<file path="src/reset_strap_cfg.svh">
`ifndef RESET_STRAP_CFG_SVH
`define RESET_STRAP_CFG_SVH

// ------------------------------------------------------------
// Strap pins
// ------------------------------------------------------------
`define CFG_PIN_COUNT     16
// Low four pins carry the clock ratio straps and have no pull-up
`define CFG_PULLUP_MASK   16'hFFF0
`define CFG_VALUE_RESET   16'h0000

// ------------------------------------------------------------
// Timing in platform clocks
// ------------------------------------------------------------
`define CFG_HOLD_CLKS     4
`define CFG_CNT_W         3
`define CFG_HOLD_LOAD     3'h3

// ------------------------------------------------------------
// Test access controller
// ------------------------------------------------------------
`define TAP_TMS_ONES      5
`define TAP_CNT_W         3
`define TAP_CNT_LAST      3'h4

`endif

</file>
<file path="src/reset_strap_pkg.sv">
`include "reset_strap_cfg.svh"

package reset_strap_pkg;

    typedef logic [`CFG_PIN_COUNT-1:0] cfg_bus_t;

    typedef enum logic [1:0] {
        PH_IN_RESET,
        PH_PULLUP_HOLD,
        PH_RUNNING
    } phase_t;

    typedef struct packed {
        phase_t                phase;
        logic [`CFG_CNT_W-1:0] cnt;
        cfg_bus_t              value;
        logic                  valid;
        logic                  rcv_en;
        cfg_bus_t              pullup_en;
        cfg_bus_t              pin_out;
        cfg_bus_t              pin_oe;
    } latch_state_t;

    typedef struct packed {
        logic                  tck_prev;
        logic [`TAP_CNT_W-1:0] ones;
        logic                  in_reset;
    } tap_state_t;

endpackage

</file>
<file path="src/tap_reset_tracker.sv">
`timescale 1ns/100ps
`default_nettype none
`include "reset_strap_cfg.svh"

module tap_reset_tracker
    import reset_strap_pkg::*;
(
    input  wire logic clk,
    input  wire logic rst_n,
    input  wire logic tck,
    input  wire logic tms,
    input  wire logic trst_n,
    output logic      tap_reset
);

    tap_state_t s_q;
    tap_state_t s_d;
    logic       tck_rise;

    assign tck_rise = tck & ~s_q.tck_prev;

    // ------------------------------------------------------------
    // Reset state reached by five TMS-high clocks, no TRST needed
    // ------------------------------------------------------------
    always_comb
    begin
        s_d          = s_q;
        s_d.tck_prev = tck;
        if (!trst_n)
        begin
            s_d.ones     = '0;
            s_d.in_reset = 1'b1;
        end
        else if (tck_rise)
        begin
            if (!tms)
            begin
                s_d.ones     = '0;
                s_d.in_reset = 1'b0;
            end
            else if (s_q.ones == `TAP_CNT_LAST)
            begin
                s_d.in_reset = 1'b1;
            end
            else
            begin
                s_d.ones = s_q.ones + 1'b1;
            end
        end
    end

    always_ff @(posedge clk or negedge rst_n)
    begin
        if (!rst_n)
        begin
            s_q <= '{tck_prev: 1'b0, ones: '0, in_reset: 1'b1};
        end
        else
        begin
            s_q <= s_d;
        end
    end

    assign tap_reset = s_q.in_reset;

    property p_tap_tms_reset;
        @(posedge clk) disable iff (!rst_n)
        (trst_n && tck_rise && tms && s_q.ones == `TAP_CNT_LAST) |=> tap_reset;
    endproperty
    a_tap_tms_reset: assert property (p_tap_tms_reset)
        else $error("TAP did not enter reset after five TMS-high clocks");

endmodule

`default_nettype wire

</file>
<file path="src/reset_strap_config_latch.sv">
`timescale 1ns/100ps
`default_nettype none
`include "reset_strap_cfg.svh"

module reset_strap_config_latch
    import reset_strap_pkg::*;
(
    input  wire logic clk,
    input  wire logic rst_n,
    input  wire logic hard_reset_n,
    input  wire cfg_bus_t cfg_pin_in,
    input  wire cfg_bus_t func_out,
    input  wire cfg_bus_t func_oe,
    input  wire logic tck,
    input  wire logic tms,
    input  wire logic trst_n,
    output cfg_bus_t  cfg_pin_out,
    output cfg_bus_t  cfg_pin_oe,
    output logic      cfg_rcv_en,
    output cfg_bus_t  cfg_pullup_en,
    output cfg_bus_t  cfg_value,
    output logic      cfg_valid,
    output logic      tap_reset
);

    latch_state_t s_q;
    latch_state_t s_d;

    // ------------------------------------------------------------
    // Strap sequencing
    // ------------------------------------------------------------
    // Pull-ups stay on after capture so a slow pull-down edge has settled
    // before the pin becomes an output again.
    always_comb
    begin
        s_d         = s_q;
        s_d.pin_out = '0;
        s_d.pin_oe  = '0;
        if (!hard_reset_n)
        begin
            s_d.phase     = PH_IN_RESET;
            s_d.valid     = 1'b0;
            s_d.rcv_en    = 1'b1;
            s_d.pullup_en = `CFG_PULLUP_MASK;
        end
        else
        begin
            unique case (s_q.phase)
                PH_IN_RESET:
                begin
                    s_d.phase = PH_PULLUP_HOLD;
                    s_d.cnt   = `CFG_HOLD_LOAD;
                    s_d.value = cfg_pin_in;
                    s_d.valid = 1'b1;
                end
                PH_PULLUP_HOLD:
                begin
                    if (s_q.cnt == '0)
                    begin
                        s_d.phase     = PH_RUNNING;
                        s_d.rcv_en    = 1'b0;
                        s_d.pullup_en = '0;
                        s_d.pin_out   = func_out;
                        s_d.pin_oe    = func_oe;
                    end
                    else
                    begin
                        s_d.cnt = s_q.cnt - 1'b1;
                    end
                end
                PH_RUNNING:
                begin
                    s_d.pin_out = func_out;
                    s_d.pin_oe  = func_oe;
                end
                default:
                begin
                    s_d.phase = PH_IN_RESET;
                end
            endcase
        end
    end

    always_ff @(posedge clk or negedge rst_n)
    begin
        if (!rst_n)
        begin
            s_q <= '{phase: PH_IN_RESET, cnt: '0, value: `CFG_VALUE_RESET, valid: 1'b0,
                     rcv_en: 1'b1, pullup_en: `CFG_PULLUP_MASK, pin_out: '0, pin_oe: '0};
        end
        else
        begin
            s_q <= s_d;
        end
    end

    assign cfg_pin_out   = s_q.pin_out;
    assign cfg_pin_oe    = s_q.pin_oe;
    assign cfg_rcv_en    = s_q.rcv_en;
    assign cfg_pullup_en = s_q.pullup_en;
    assign cfg_value     = s_q.value;
    assign cfg_valid     = s_q.valid;

    // ------------------------------------------------------------
    // Test access controller reset tracking
    // ------------------------------------------------------------
    tap_reset_tracker u_tap
    (
        .clk       (clk),
        .rst_n     (rst_n),
        .tck       (tck),
        .tms       (tms),
        .trst_n    (trst_n),
        .tap_reset (tap_reset)
    );

    // ------------------------------------------------------------
    // Checks
    // ------------------------------------------------------------
    property p_input_in_reset;
        @(posedge clk) disable iff (!rst_n)
        !hard_reset_n |=> (cfg_pin_oe == '0) && cfg_rcv_en && !cfg_valid;
    endproperty
    a_input_in_reset: assert property (p_input_in_reset)
        else $error("Strap pin driven or receiver off during hard reset");

    property p_latch_on_release;
        @(posedge clk) disable iff (!rst_n)
        $rose(hard_reset_n) |=> cfg_valid && (cfg_value == $past(cfg_pin_in));
    endproperty
    a_latch_on_release: assert property (p_latch_on_release)
        else $error("Strap value not captured at reset release");

    property p_pullup_hold;
        @(posedge clk) disable iff (!rst_n)
        $rose(hard_reset_n) ##1 hard_reset_n[*4]
            |-> (cfg_pullup_en == `CFG_PULLUP_MASK) ##1 (cfg_pullup_en == '0);
    endproperty
    a_pullup_hold: assert property (p_pullup_hold)
        else $error("Pull-up not held for the set clocks after release");

    property p_pullup_with_rcv;
        @(posedge clk) disable iff (!rst_n)
        $fell(cfg_rcv_en) |-> ($past(cfg_pullup_en) != '0) && (cfg_pullup_en == '0);
    endproperty
    a_pullup_with_rcv: assert property (p_pullup_with_rcv)
        else $error("Pull-up and receiver did not switch off together");

    property p_pullup_mask;
        @(posedge clk) disable iff (!rst_n)
        cfg_rcv_en |-> (cfg_pullup_en == `CFG_PULLUP_MASK);
    endproperty
    a_pullup_mask: assert property (p_pullup_mask)
        else $error("Pull-up pattern differs from default-high straps");

    property p_value_stable;
        @(posedge clk) disable iff (!rst_n)
        (cfg_valid && hard_reset_n) |=> $stable(cfg_value);
    endproperty
    a_value_stable: assert property (p_value_stable)
        else $error("Latched strap value changed outside hard reset");

    property p_no_drive_before_release;
        @(posedge clk) disable iff (!rst_n)
        cfg_rcv_en |-> (cfg_pin_oe == '0);
    endproperty
    a_no_drive_before_release: assert property (p_no_drive_before_release)
        else $error("Strap pin driven while receiver still enabled");

    property p_tap_trst;
        @(posedge clk) disable iff (!rst_n)
        !trst_n |=> tap_reset;
    endproperty
    a_tap_trst: assert property (p_tap_trst)
        else $error("TAP not in reset after test reset");

endmodule

`default_nettype wire

</file>
<file path="config.mk">
export PLATFORM = sky130hd
export DESIGN_NAME = reset_strap_config_latch
export DESIGN_NICKNAME = d
export VERILOG_FILES = /design/src/reset_strap_pkg.sv /design/src/tap_reset_tracker.sv /design/src/reset_strap_config_latch.sv
export VERILOG_INCLUDE_DIRS = /design/src
export SDC_FILE = /design/constraint.sdc
export NUM_CORES = 1
export LEC_CHECK = 0
export ABC_AREA = 1
export BUFFER_PORTS_ARGS = -buffer_cell sky130_fd_sc_hd__buf_2
export CAP_MARGIN = 20
export CELL_PAD_IN_SITES_DETAIL_PLACEMENT = 1
export CELL_PAD_IN_SITES_GLOBAL_PLACEMENT = 1
export CORE_ASPECT_RATIO = 0.8
export CORE_MARGIN = 2
export CORE_UTILIZATION = 39
export DETAILED_ROUTE_END_ITERATION = 12
export HOLD_SLACK_MARGIN = 0.02
export PLACE_DENSITY = 0.84
export SLEW_MARGIN = 20
export SYNTH_ARGS = -nofsm -noshare
export SYNTH_HDL_FRONTEND = slang
export SYNTH_SLANG_ARGS = --single-unit
</file>
<file path="constraint.sdc">
create_clock -name clk -period 3.22 [get_ports clk]
set_input_delay 0.966 -clock clk [delete_from_list [all_inputs] [get_ports clk]]
set_output_delay 0.966 -clock clk [all_outputs]
set_load 0.05 [all_outputs]
</file>
# Yosys cells after proc, flatten, opt, wreduce, memory -nomap -nowiden
# Index checks and enable logic that the tools add are counted.
dict set report word_totals {
  register_bits 76
  inputBits 54
}
dict set report op_classes {
  reduce_logical 9
  n_mux 16
  n_eq_ne 12
  addsub 2
  bitwise 2
}
# operator count
set op_table {}
lappend op_table {{case mux 32 bit (2 select lines)} 1}
lappend op_table {{2-to-1 mux 49 bit} 1}
lappend op_table {{2-to-1 mux 32 bit} 1}
lappend op_table {{2-to-1 mux 18 bit} 1}
lappend op_table {{2-to-1 mux 17 bit} 1}
lappend op_table {{2-to-1 mux 4 bit} 3}
lappend op_table {{AND reduction 2 bit} 5}
lappend op_table {{!= test 2 x 1 -> 1 bit, second input constant} 4}
lappend op_table {{2-to-1 mux 3 bit} 2}
lappend op_table {{!= test 3 bit, second input constant} 2}
lappend op_table {{case mux 2 bit (3 select lines)} 1}
lappend op_table {{case mux 3 bit (2 select lines)} 1}
lappend op_table {{2-to-1 mux 2 bit} 2}
lappend op_table {{!= test 2 bit, second input constant} 2}
lappend op_table {{adder 3 x 1 -> 3 bit, second input constant} 1}
lappend op_table {{== test 3 bit, second input constant} 1}
lappend op_table {{logical NOT 3 bit} 1}
lappend op_table {{!= test 3 x 2 -> 1 bit, second input constant} 1}
lappend op_table {{AND reduction 3 bit} 1}
lappend op_table {{subtractor 3 x 1 -> 3 bit, second input constant} 1}
lappend op_table {{== test 2 x 1 -> 1 bit, second input constant} 1}
lappend op_table {{== test 2 bit, second input constant} 1}
lappend op_table {{logical NOT 2 bit} 1}
lappend op_table {{2-to-1 mux 1 bit} 2}
lappend op_table {{3 further kinds} 3}

# Longest topological paths before layout
# Gate-level depths: netlist of run 1.
dict set report depth {
  ltp_word 5
  depth_mapped 9
  ltp_nobuf 8
}

# Hierarchy
# From an unflattened synthesis of run 1, not the netlist that was laid out.
dict set report hier_totals {
  hier_cells 326
  area_unflattened_um2 3067.9
}
# module instances area_each_um2 cells_per_inst seq_area_each_um2
set by_module_without_submodules {}
lappend by_module_without_submodules {reset_strap_config_latch 1 2778.9 287 1377.6}
lappend by_module_without_submodules {tap_reset_tracker 1 289.0 39 126.4}

# Worst setup path before layout of run 1
# No wires, ideal clock.
dict set report synth_timing {
  path_kind {flip-flop to output port}
  start {reg, netlist name cfg_pullup_en[14]}
  end {out cfg_pullup_en[10]}
  t_arrival_ns 1.042
  setup_slack_ns 1.212
  path_stages_with_launch 2
  required_ns 2.254
  path_cell_list {dfstp_2 buf_4}
}
# item line_no
set synth_rtl {}
lappend synth_rtl {{end: declaration} reset_strap_config_latch.sv:20} ;# output cfg_bus_t cfg_pullup_en,

==> impl_results.md, run 1 <==
- DP Wirelength: 4720 um
- Synth Instances: 295
- Slew Viols, Final: 0
- Die area: 0.00852 mm2
- Initial core utilization: 0.407
- Inserted Diodes: 0
- Final Hold Viols: 0
- Total congestion overflow: 0
- Layout cells sized above 1: 0.486
- Buffers added on ports: 116
- Register area share after synthesis: 0.495
- CTS resizes: 0
- Slew HR: 0.451
- Global-route wire length before repair: 9960 um
- Fin crit share: 0.693
- Overall Global Routing Usage: 0.151
- Worst min path class: flop to flop
- Crit path launch type: flop
- Leak pwr: 1.85 nW
- Initial DRC Count: 28
- Pin count of the biggest net entering global routing: 33
- Vias in the first global route: 2049
- Commonest non-fill, non-tap cell in the layout: buf_2
- Crit path cell chain: buf_2
- Avg Cell Area, Syn: 10.3 um2
- Num rows: 28
- TritonCTS buffer count: 9
- Yosys warns: 0
- Core Region: 0.00746 mm2
- Setup violators final: 0
- Met2 WL: 3100 um
- Post-DRT Antenna Nets: 0
- Top sig layer: met4
- Netlist cell types: 22
- Root buffer cell: clkbuf_8
- Critical path fanouts, max: 14
- Routed len/inst: 13.7 um
- Clk sinks: 60
- Router iterations before antenna repair: 4
- Setup bufs post-CTS: 0
- Yosys top cell by area: dfrtp_1
- Cell Area, Synth: 0.00304 mm2
- Critical Path AT: 1.27 ns
- Hold WS: 0.472 ns
- Overall power: 2.95 mW
- Final non-filler cell total: 463
- Vias per inst: 4.41
- CP required: 2.25 ns
- Worst Skew: 0.0100 ns
- Max_cap viols: 0
- Outcome: complete, no violations
- Core Util, Final: 0.462
- RSZ-0062 raised after global routing: no
- Critical Path Max Stage Delay: 0.63 ns
- H-tree levels: 3
- Clock buffer depth: 2
- RePlAce Congestion: 0.736
- Number of I/O pins: 121
- Crit path max-delay cell type: dfstp_2
- Final setup TNS: 0 ns
- Clock transition at path regs: 0.07 ns
- Clk_lat worst skew: 0.34 ns
- Worst slew pin tran: 0.821 ns
- Final WL: 6360 um
- Seq cells post-synth: 60
- Die Wd: 103 um
- Minimum clock period: 2.23 ns
- CTS tree: built
- Area Overhead vs Synth: 13.5%
- Via count: 2040
- CTS Hold Bufs: 0
- DRC viols: 0
- Synth top area share: 0.478
- Max Clk Rate: 0.448 GHz
- Met3 Routed Length: 447 um
- Crit path buf inv count: 1
- Pwr per Cell Area: 855 mW/mm2
- Critical path's top delay family: flip-flops
- Post-layout nets: 414
- M1 WL: 2770 um
- Synth top area cells: dfrtp_1 48%, buf_4 16%, nor3b_2 12%
- Crit path capture type: output pin
- Initial antenna violation count: 0
- Chip Height: 83.0 um
- Most frequent cells in the layout: 116 x buf_2, 70 x nand2_1, 58 x dfrtp_1
- Maximum VDD drop: 0.000541 V
- WS Path Type: flop to output pin
- Cells after DPL: 447
per-layer routing:
layer / vias up / global-route usage
met1: 972 / 0.186
li1: 977 / -
met2: 85 / 0.251
met4: 0 / 0.0436
met5: - / 0
met3: 6 / 0.0497
synthesized netlist by cell type, drive strengths merged:
cell,n
dfrtp,58
buf,75
nand3,16
nor3b,32
dfstp,2
clkbuf,1
nor2,7
inv,15
conb,1
a21boi,1
ha,7
nand4,3
a21oi,1
o21ai,3
nand2,73
kinds of logic after synthesis:
group,synth area share
fa+ha+maj,0.0288
buf+inv,0.202
simple gates,0.264
other cells,0.00123
compound gates,0.00906
flops,0.495
report_power, final:
part           internal [mW]  leakage (nW)  total [mW]  switching, mW
Combinational          0.275         0.967        1.28           1.00
Sequential             0.905         0.792       0.992         0.0868
Clock                  0.361        0.0958       0.680          0.319
area by class of cell:
type	instances	area, um2
fillers	883	4010
flip-flops and latches	60	1500
multi-input cells	147	935
repair buffers	120	623
well taps	105	131
clock buffers	9	124
clock inverters	7	76.3
inverters	15	56.3
flip-flops by register name (all words and copies together) (netlist names):
signal and cells:
cfg_pin_oe 16, cfg_value 16, cfg_pin_out 16, cfg_pullup_en 1, cfg_valid 1, u_tap.tap_reset 1, s_q 5, u_tap.s_q 4
through the flow:
step	setup WS [ns]	instance area, um2
after detailed placement	1.00	3250
after global placement	1.06	3250
final	0.988	3450
after global routing	0.918	3450
after floorplan	1.21	3050
after CTS	0.948	3450
final timing paths:
kind                                   start  slack (ns)           endpoint  depth (start not counted)
hold reg to reg                cfg_value[13]        0.47      cfg_value[13]                          2
setup / recovery           cfg_pullup_en[14]        0.99  cfg_pullup_en[12]                          1
hold / removal                 cfg_value[13]        0.47      cfg_value[13]                          2
min in group asynchronous              rst_n        0.66       u_tap.s_q[4]                          1
max in group asynchronous              rst_n        1.95     cfg_pin_oe[13]                          2
setup reg to reg                     s_q[69]        1.15            s_q[68]                          7
Power figures use the tool's default switching activity.
==> run 2, diff against run 1 <==
Settings changed: ABC_AREA 1 to 0, CORE_UTILIZATION 39 to 32, PLACE_DENSITY 0.84 to 0.74.
Clock period 3.22 ns to 1.8 ns, I/O delays scaled along.
==> impl_results.md, run 2 <==
- Synth Instances: 237 (was 295)
- Router iterations before antenna repair: 3 (was 4)
- Netlist cell types: 30 (was 22)
- Synth top area share: 0.524 (was 0.478)
- FF-to-FF End: cfg_pin_out[11] (was s_q[68])
- CTS tree: built (unchanged)
- H-tree levels: 3 (unchanged)
- Outcome: complete, no violations (unchanged)
- Overall Global Routing Usage: 0.119 (was 0.151)
- Die Wd: 108 um (was 103 um)
- Post-DRT Antenna Nets: 0 (unchanged)
- Core Region: 0.00845 mm2 (was 0.00746 mm2)
- Vias in the first global route: 1761 (was 2049)
- Crit path cell chain: clkbuf_4 > clkbuf_4 (was buf_2)
- Yosys top cell by area: dfrtp_1 (unchanged)
- Post-layout nets: 365 (was 414)
- TritonCTS buffer count: 9 (unchanged)
- Crit path buf inv count: 2 (was 1)
- Commonest non-fill, non-tap cell in the layout: buf_2 (unchanged)
- R2R Setup Slk: 0.16 ns (was 1.15 ns)
- Pwr per Cell Area: 1130 mW/mm2 (was 855 mW/mm2)
- CP required: 1.26 ns (was 2.25 ns)
- DP Wirelength: 3940 um (was 4720 um)
- Synth top area cells: dfrtp_1 52%, buf_4 17%, and2_1 7.2% (was dfrtp_1 48%, buf_4 16%, nor3b_2 12%)
- Inserted Diodes: 0 (unchanged)
- Fill count: 972 (was 883)
- Initial antenna violation count: 1 (was 0)
- Most used DFF post-synth: dfrtp_1 (unchanged)
- Fin crit share: 0.996
- Initial core utilization: 0.328 (was 0.407)
- DRC viols: 0 (unchanged)
- R2R depth: 7 (unchanged)
- Initial DRC Count: 28 (unchanged)
- Final non-filler cell total: 421 (was 463)
- Final Hold Viols: 0 (unchanged)
- Most frequent cells in the layout: 103 x buf_2, 58 x dfrtp_1, 32 x and2_1 (was 116 x buf_2, 70 x nand2_1, 58 x dfrtp_1)
- Leak pwr: 1.77 nW (was 1.85 nW)
- Critical Path AT: 1.25 ns (was 1.27 ns)
- WS Path Type: flop to output pin (unchanged)
- Critical Path Max Stage Delay: 0.53 ns (was 0.63 ns)
- Clk_lat worst skew: 0.33 ns (was 0.34 ns)
- Clock transition at path regs: 0.07 ns (about the same)
- Area Overhead vs Synth: 18.8% (was 13.5%)
- RePlAce Congestion: 0.775 (was 0.736)
- Crit path capture type: output pin (unchanged)
- Cell Area, Synth: 0.00277 mm2 (was 0.00304 mm2)
- Root buffer cell: clkbuf_8 (unchanged)
- Hold WS: 0.214 ns (was 0.472 ns)
- Dpl cell area: 0.00303 mm2 (was 0.00325 mm2)
- Buffers added on ports: 116 (unchanged)
- Maximum VDD drop: 0.000545 V (was 0.000541 V)
- Seq cells post-synth: 60 (unchanged)
- Routed len/inst: 12.8 um (was 13.7 um)
- Switching share of power: 0.331 (was 0.478)
- Most used cell, CP: clkbuf_4
- Avg Cell Area, Syn: 11.7 um2 (was 10.3 um2)
- Critical path's top delay family: flip-flops (unchanged)
- Net Sw Power: 1.23 mW (was 1.41 mW)
- Clock buffer depth: 2 (unchanged)
- CTS Hold Bufs: 0 (unchanged)
- Reg-to-Reg Start: s_q[67] (was s_q[69])
- Clock network power share: 0.329 (was 0.230)
- Worst Skew: 0.00659 ns (was 0.0100 ns)
- Final WL: 5380 um (was 6360 um)
- Int Power: 2.48 mW (was 1.54 mW)
- Clk sinks: 60 (unchanged)
- Top cells by count, synth: 64 x buf_4, 58 x dfrtp_1, 32 x and2_1, 16 x mux2_2, 12 x inv_1 (was 71 x nand2_1, 64 x buf_4, 58 x dfrtp_1, 30 x nor3b_2, 16 x nand3_1)
- Worst min path class: input port to async pin (was flop to flop)
- Max Clk Rate: 0.558 GHz
- Sequential power share: 0.417 (was 0.336)
- Register area share after synthesis: 0.543 (was 0.495)
- Async set or reset register ratio after synthesis: 1.00 (unchanged)
- Global-route wire length before repair: 8410 um (was 9960 um)
- Fin area: 0.00329 mm2 (was 0.00345 mm2)
- Layout cells sized above 1: 0.511 (was 0.486)
- Die area: 0.00943 mm2 (was 0.00852 mm2)
- EDFF count, synth: 0 (unchanged)
- Slew Viols, Final: 0 (unchanged)
- Minimum clock period: 1.79 ns
- Cells after DPL: 402 (was 447)
- Vias per inst: 4.13 (was 4.41)
- Final setup TNS: 0 ns (unchanged)
- Total congestion overflow: 0 (unchanged)
- Number of I/O pins: 121 (unchanged)
- Crit path launch type: flop (unchanged)
- RSZ-0062 raised after global routing: yes (was no)
- Max_cap viols: 0 (unchanged)
- Most frequent cell after synthesis: buf_4 (was nand2_1)
- Num rows: 30 (was 28)
- Chip Height: 87.2 um (was 83.0 um)
- Crit path max-delay cell type: dfstp_2 (unchanged)
- Pin count of the biggest net entering global routing: 61 (was 33)
- Comb pwr share: 0.255 (was 0.434)
- Setup violators final: 0 (unchanged)
- Via count: 1737 (was 2040)
- Critical path fanouts, max: 7 (was 14)
- Yosys warns: 0 (unchanged)
run 2: per-layer routing:
layer	share of wire	global-route usage	routed length, um
met5	0.0030	0	16
met3	0.11	0.0651	599
met2	0.44	0.179	2390
met1	0.43	0.144	2300
met4	0.014	0.0420	73
run 2: how the worst max path moves through the flow:
stage	startpoint	endpoint	slack, ns	depth (start not counted)
after CTS	cfg_pullup_en[14]	cfg_rcv_en	-0.05	1
after detailed placement	s_q[66]	cfg_pin_out[11]	0.17	7
after global routing	cfg_pullup_en[14]	cfg_pullup_en[12]	-0.06	2
after global placement	s_q[66]	cfg_pin_out[11]	0.27	7
final	cfg_pullup_en[14]	cfg_pullup_en[6]	0.008	2
after floorplan	cfg_pullup_en[14]	cfg_pullup_en[10]	0.22	1
run 2: final cells by class:
cell class                      instances  area, um2  area share
Multi-Input combinational cell        100        724       0.220
Inverter                               12       45.0      0.0137
Tap cell                              112        140      0.0426
Clock inverter                          4       47.5      0.0144
Timing Repair Buffer                  121        676       0.205
Clock buffer                           12        155      0.0471
Sequential cell                        60       1500       0.457
run 2: metrics by stage:
step	total power [mW]	setup slack [ns]	utilization
floorplan	2.42	0.218	-
global placement	2.49	0.267	0.359
detailed placement	2.51	0.172	0.359
CTS	3.76	-0.0539	0.383
global route	3.91	-0.0597	0.390
finish	3.71	0.00758	0.390
run 2: timing repair:
| action | CTS | global route |
|---|---|---|
| endpoints found under the hold margin | 0 | 0 |
| endpoints found under the setup margin | 13 | 13 |
| resized for setup | 0 | 22 |
| pin swaps | 0 | 0 |
| setup buffers | 0 | 3 |
run 2: cell families (layout without fill, tap and decap cells):
family                     count (synthesis)  in the layout  share of synthesized area
other                                      1              4                    0.00135
and+or+nand+nor                           53             53                      0.111
buffers and inverters                     80            149                      0.200
DFF                                       60             60                      0.543
muxes                                     17             17                     0.0686
adders and majority gates                  7              7                     0.0316
AOI/OAI and AO/OA                         19             19                     0.0447
run 2: power groups by stage:
stage               sequential (mW)  clock (mW)  combinational (mW)
floorplan                      1.58           0               0.845
global placement               1.56           0               0.927
detailed placement             1.57           0               0.942
CTS                            1.55        1.27               0.943
global route                   1.56        1.35                1.01
finish                         1.54        1.22               0.944
==> run 3, diff against run 2 <==
Settings changed: CORE_UTILIZATION 32 to 33, CTS_BUF_LIST set to sky130_fd_sc_hd__clkbuf_4 sky130_fd_sc_hd__clkbuf_8, MAX_ROUTING_LAYER set to met4, PLACE_DENSITY 0.74 to 0.76.
==> impl_results.md, run 3 (same netlist as run 2, synthesis figures left out) <==
- Routed len/inst: 13.0 um (was 12.8 um)
- Num rows: 29 (was 30)
- Core Util, Final: 0.404 (was 0.390)
- Global-route wire length before repair: 8820 um (was 8410 um)
- Clk sinks: 60 (unchanged)
- Most frequent cells in the layout: 103 x buf_2, 58 x dfrtp_1, 32 x and2_1 (unchanged)
- Comb pwr share: 0.258 (was 0.255)
- Outcome: complete, no violations (unchanged)
- Clock network power share: 0.317 (was 0.329)
- Crit path launch type: flop (unchanged)
- Commonest non-fill, non-tap cell in the layout: buf_2 (unchanged)
- Core Region: 0.00806 mm2 (was 0.00845 mm2)
- Register area: 0.00150 mm2 (unchanged)
- Final WL: 5400 um (was 5380 um)
- Maximum VDD drop: 0.000427 V (was 0.000545 V)
- H-tree levels: 3 (unchanged)
- Setup crit start: cfg_pullup_en[14] (unchanged)
- Post-layout nets: 362 (was 365)
- Die area: 0.00915 mm2 (was 0.00943 mm2)
- Pin count of the biggest net entering global routing: 61 (unchanged)
- Clk_lat worst skew: 0.33 ns (about the same)
- Initial core utilization: 0.344 (was 0.328)
- R2R depth: 7 (unchanged)
- RePlAce Congestion: 0.800 (was 0.775)
- RSZ-0062 raised after global routing: yes (unchanged)
- Worst Skew: 0.00650 ns (was 0.00659 ns)
- Int Power: 2.43 mW (was 2.48 mW)
- Vias in the first global route: 1870 (was 1761)
- Minimum clock period: 1.79 ns (about the same)
- Clock transition at path regs: 0.06 ns (was 0.07 ns)
- Via count: 1728 (was 1737)
- Sequential power share: 0.425 (was 0.417)
- Root buffer cell: clkbuf_8 (unchanged)
- Final Hold Viols: 0 (unchanged)
- Final setup TNS: 0 ns (unchanged)
- Vias per inst: 4.17 (was 4.13)
- Critical Path AT: 1.25 ns (about the same)
- Inserted Diodes: 0 (unchanged)
- Crit path cell chain: clkbuf_4 (was clkbuf_4 > clkbuf_4)
- Router iterations before antenna repair: 3 (unchanged)
- R2R Setup Slk: 0.15 ns (was 0.16 ns)
- Crit path buf inv count: 1 (was 2)
- Overall Global Routing Usage: 0.129 (was 0.119)
- CTS resizes: 0 (unchanged)
- Setup bufs post-CTS: 0 (unchanged)
- WS Path Type: flop to output pin (unchanged)
- Initial antenna violation count: 0 (was 1)
- DP Wirelength: 4060 um (was 3940 um)
- Area Overhead vs Synth: 17.4% (was 18.8%)
- Max_cap viols: 0 (unchanged)
- Fill count: 927 (was 972)
- CP required: 1.26 ns (about the same)
- Multi-input logic area: 724 um2 (unchanged)
- Chip Height: 86.0 um (was 87.2 um)
- DRC viols: 0 (unchanged)
- Cells after DPL: 398 (was 402)
- Buffers added on ports: 116 (unchanged)
- Number of I/O pins: 121 (unchanged)
- CTS tree: built (unchanged)
- TritonCTS buffer count: 9 (unchanged)
- Final non-filler cell total: 414 (was 421)
- Fin crit share: 0.993 (was 0.996)
- Overall power: 3.65 mW (was 3.71 mW)
- Initial DRC Count: 40 (was 28)
- Critical Path Max Stage Delay: 0.65 ns (was 0.53 ns)
- Switching share of power: 0.334 (was 0.331)
- Critical path fanouts, max: 14 (was 7)
- Crit path max-delay cell type: dfstp_2 (unchanged)
- Critical path's top delay family: flip-flops (unchanged)
- Layout cells sized above 1: 0.510 (was 0.511)
- Post-DRT Antenna Nets: 0 (unchanged)
- Pwr per Cell Area: 1120 mW/mm2 (was 1130 mW/mm2)
- FF-to-FF End: cfg_pin_out[12] (was cfg_pin_out[11])
- CTS Hold Bufs: 0 (unchanged)
- Net Sw Power: 1.22 mW (was 1.23 mW)
- Setup violators final: 0 (unchanged)
- Crit path capture type: output pin (unchanged)
- Worst min path class: input port to async pin (unchanged)
- Reg-to-Reg Start: s_q[66] (was s_q[67])
- Slew Viols, Final: 0 (unchanged)
- Max Clk Rate: 0.560 GHz (was 0.558 GHz)
- Die Wd: 106 um (was 108 um)
- Total congestion overflow: 0 (unchanged)
- Leak pwr: 1.76 nW (was 1.77 nW)
- Clock buffer depth: 2 (unchanged)
-- run 3: layer usage --
metal | vias up | share of wire | track usage
met1 | 816 | 0.41 | 0.141
met4 | 0 | 0.0080 | 0.0283
li1 | 821 | - | -
met3 | 6 | 0.098 | 0.0661
met2 | 85 | 0.48 | 0.213
met5 | - | 0 | -
-- run 3: layout make-up --
type | count | area share
Sequential cell | 60 | 0.462
Multi-Input combinational cell | 100 | 0.223
Timing Repair Buffer | 118 | 0.201
Clock buffer | 11 | 0.0427
Tap cell | 108 | 0.0415
Clock inverter | 5 | 0.0162
Inverter | 12 | 0.0138
-- run 3: worst max-delay path by stage --
| stage | end | slack (ns) | depth (start not counted) |
|---|---|---|---|
| 2_1_floorplan | cfg_pullup_en[10] | 0.22 | 1 |
| 3_3_place_gp | cfg_pin_oe[7] | 0.27 | 7 |
| 6_report | cfg_pullup_en[7] | 0.01 | 1 |
| 3_5_place_dp | cfg_pin_out[12] | 0.13 | 7 |
| 4_1_cts | cfg_pullup_en[10] | -0.03 | 1 |
| 5_1_grt | cfg_pullup_en[14] | -0.08 | 1 |
-- run 3: per-stage QoR --
stage	setup WS [ns]	hold slack (ns)	cell area, um2
after floorplan	0.218	0.244	2780
after global placement	0.269	0.473	3030
after detailed placement	0.133	0.490	3030
after CTS	-0.0290	0.212	3220
after global routing	-0.0800	0.225	3250
final	0.0133	0.218	3250
-- run 3: power groups by stage --
stage	registers [mW]	clock network, mW	logic, mW
floorplan	1.58	0	0.845
finish	1.55	1.16	0.939
global route	1.56	1.28	1.00
CTS	1.55	1.22	0.948
global placement	1.56	0	0.924
detailed placement	1.58	0	0.946
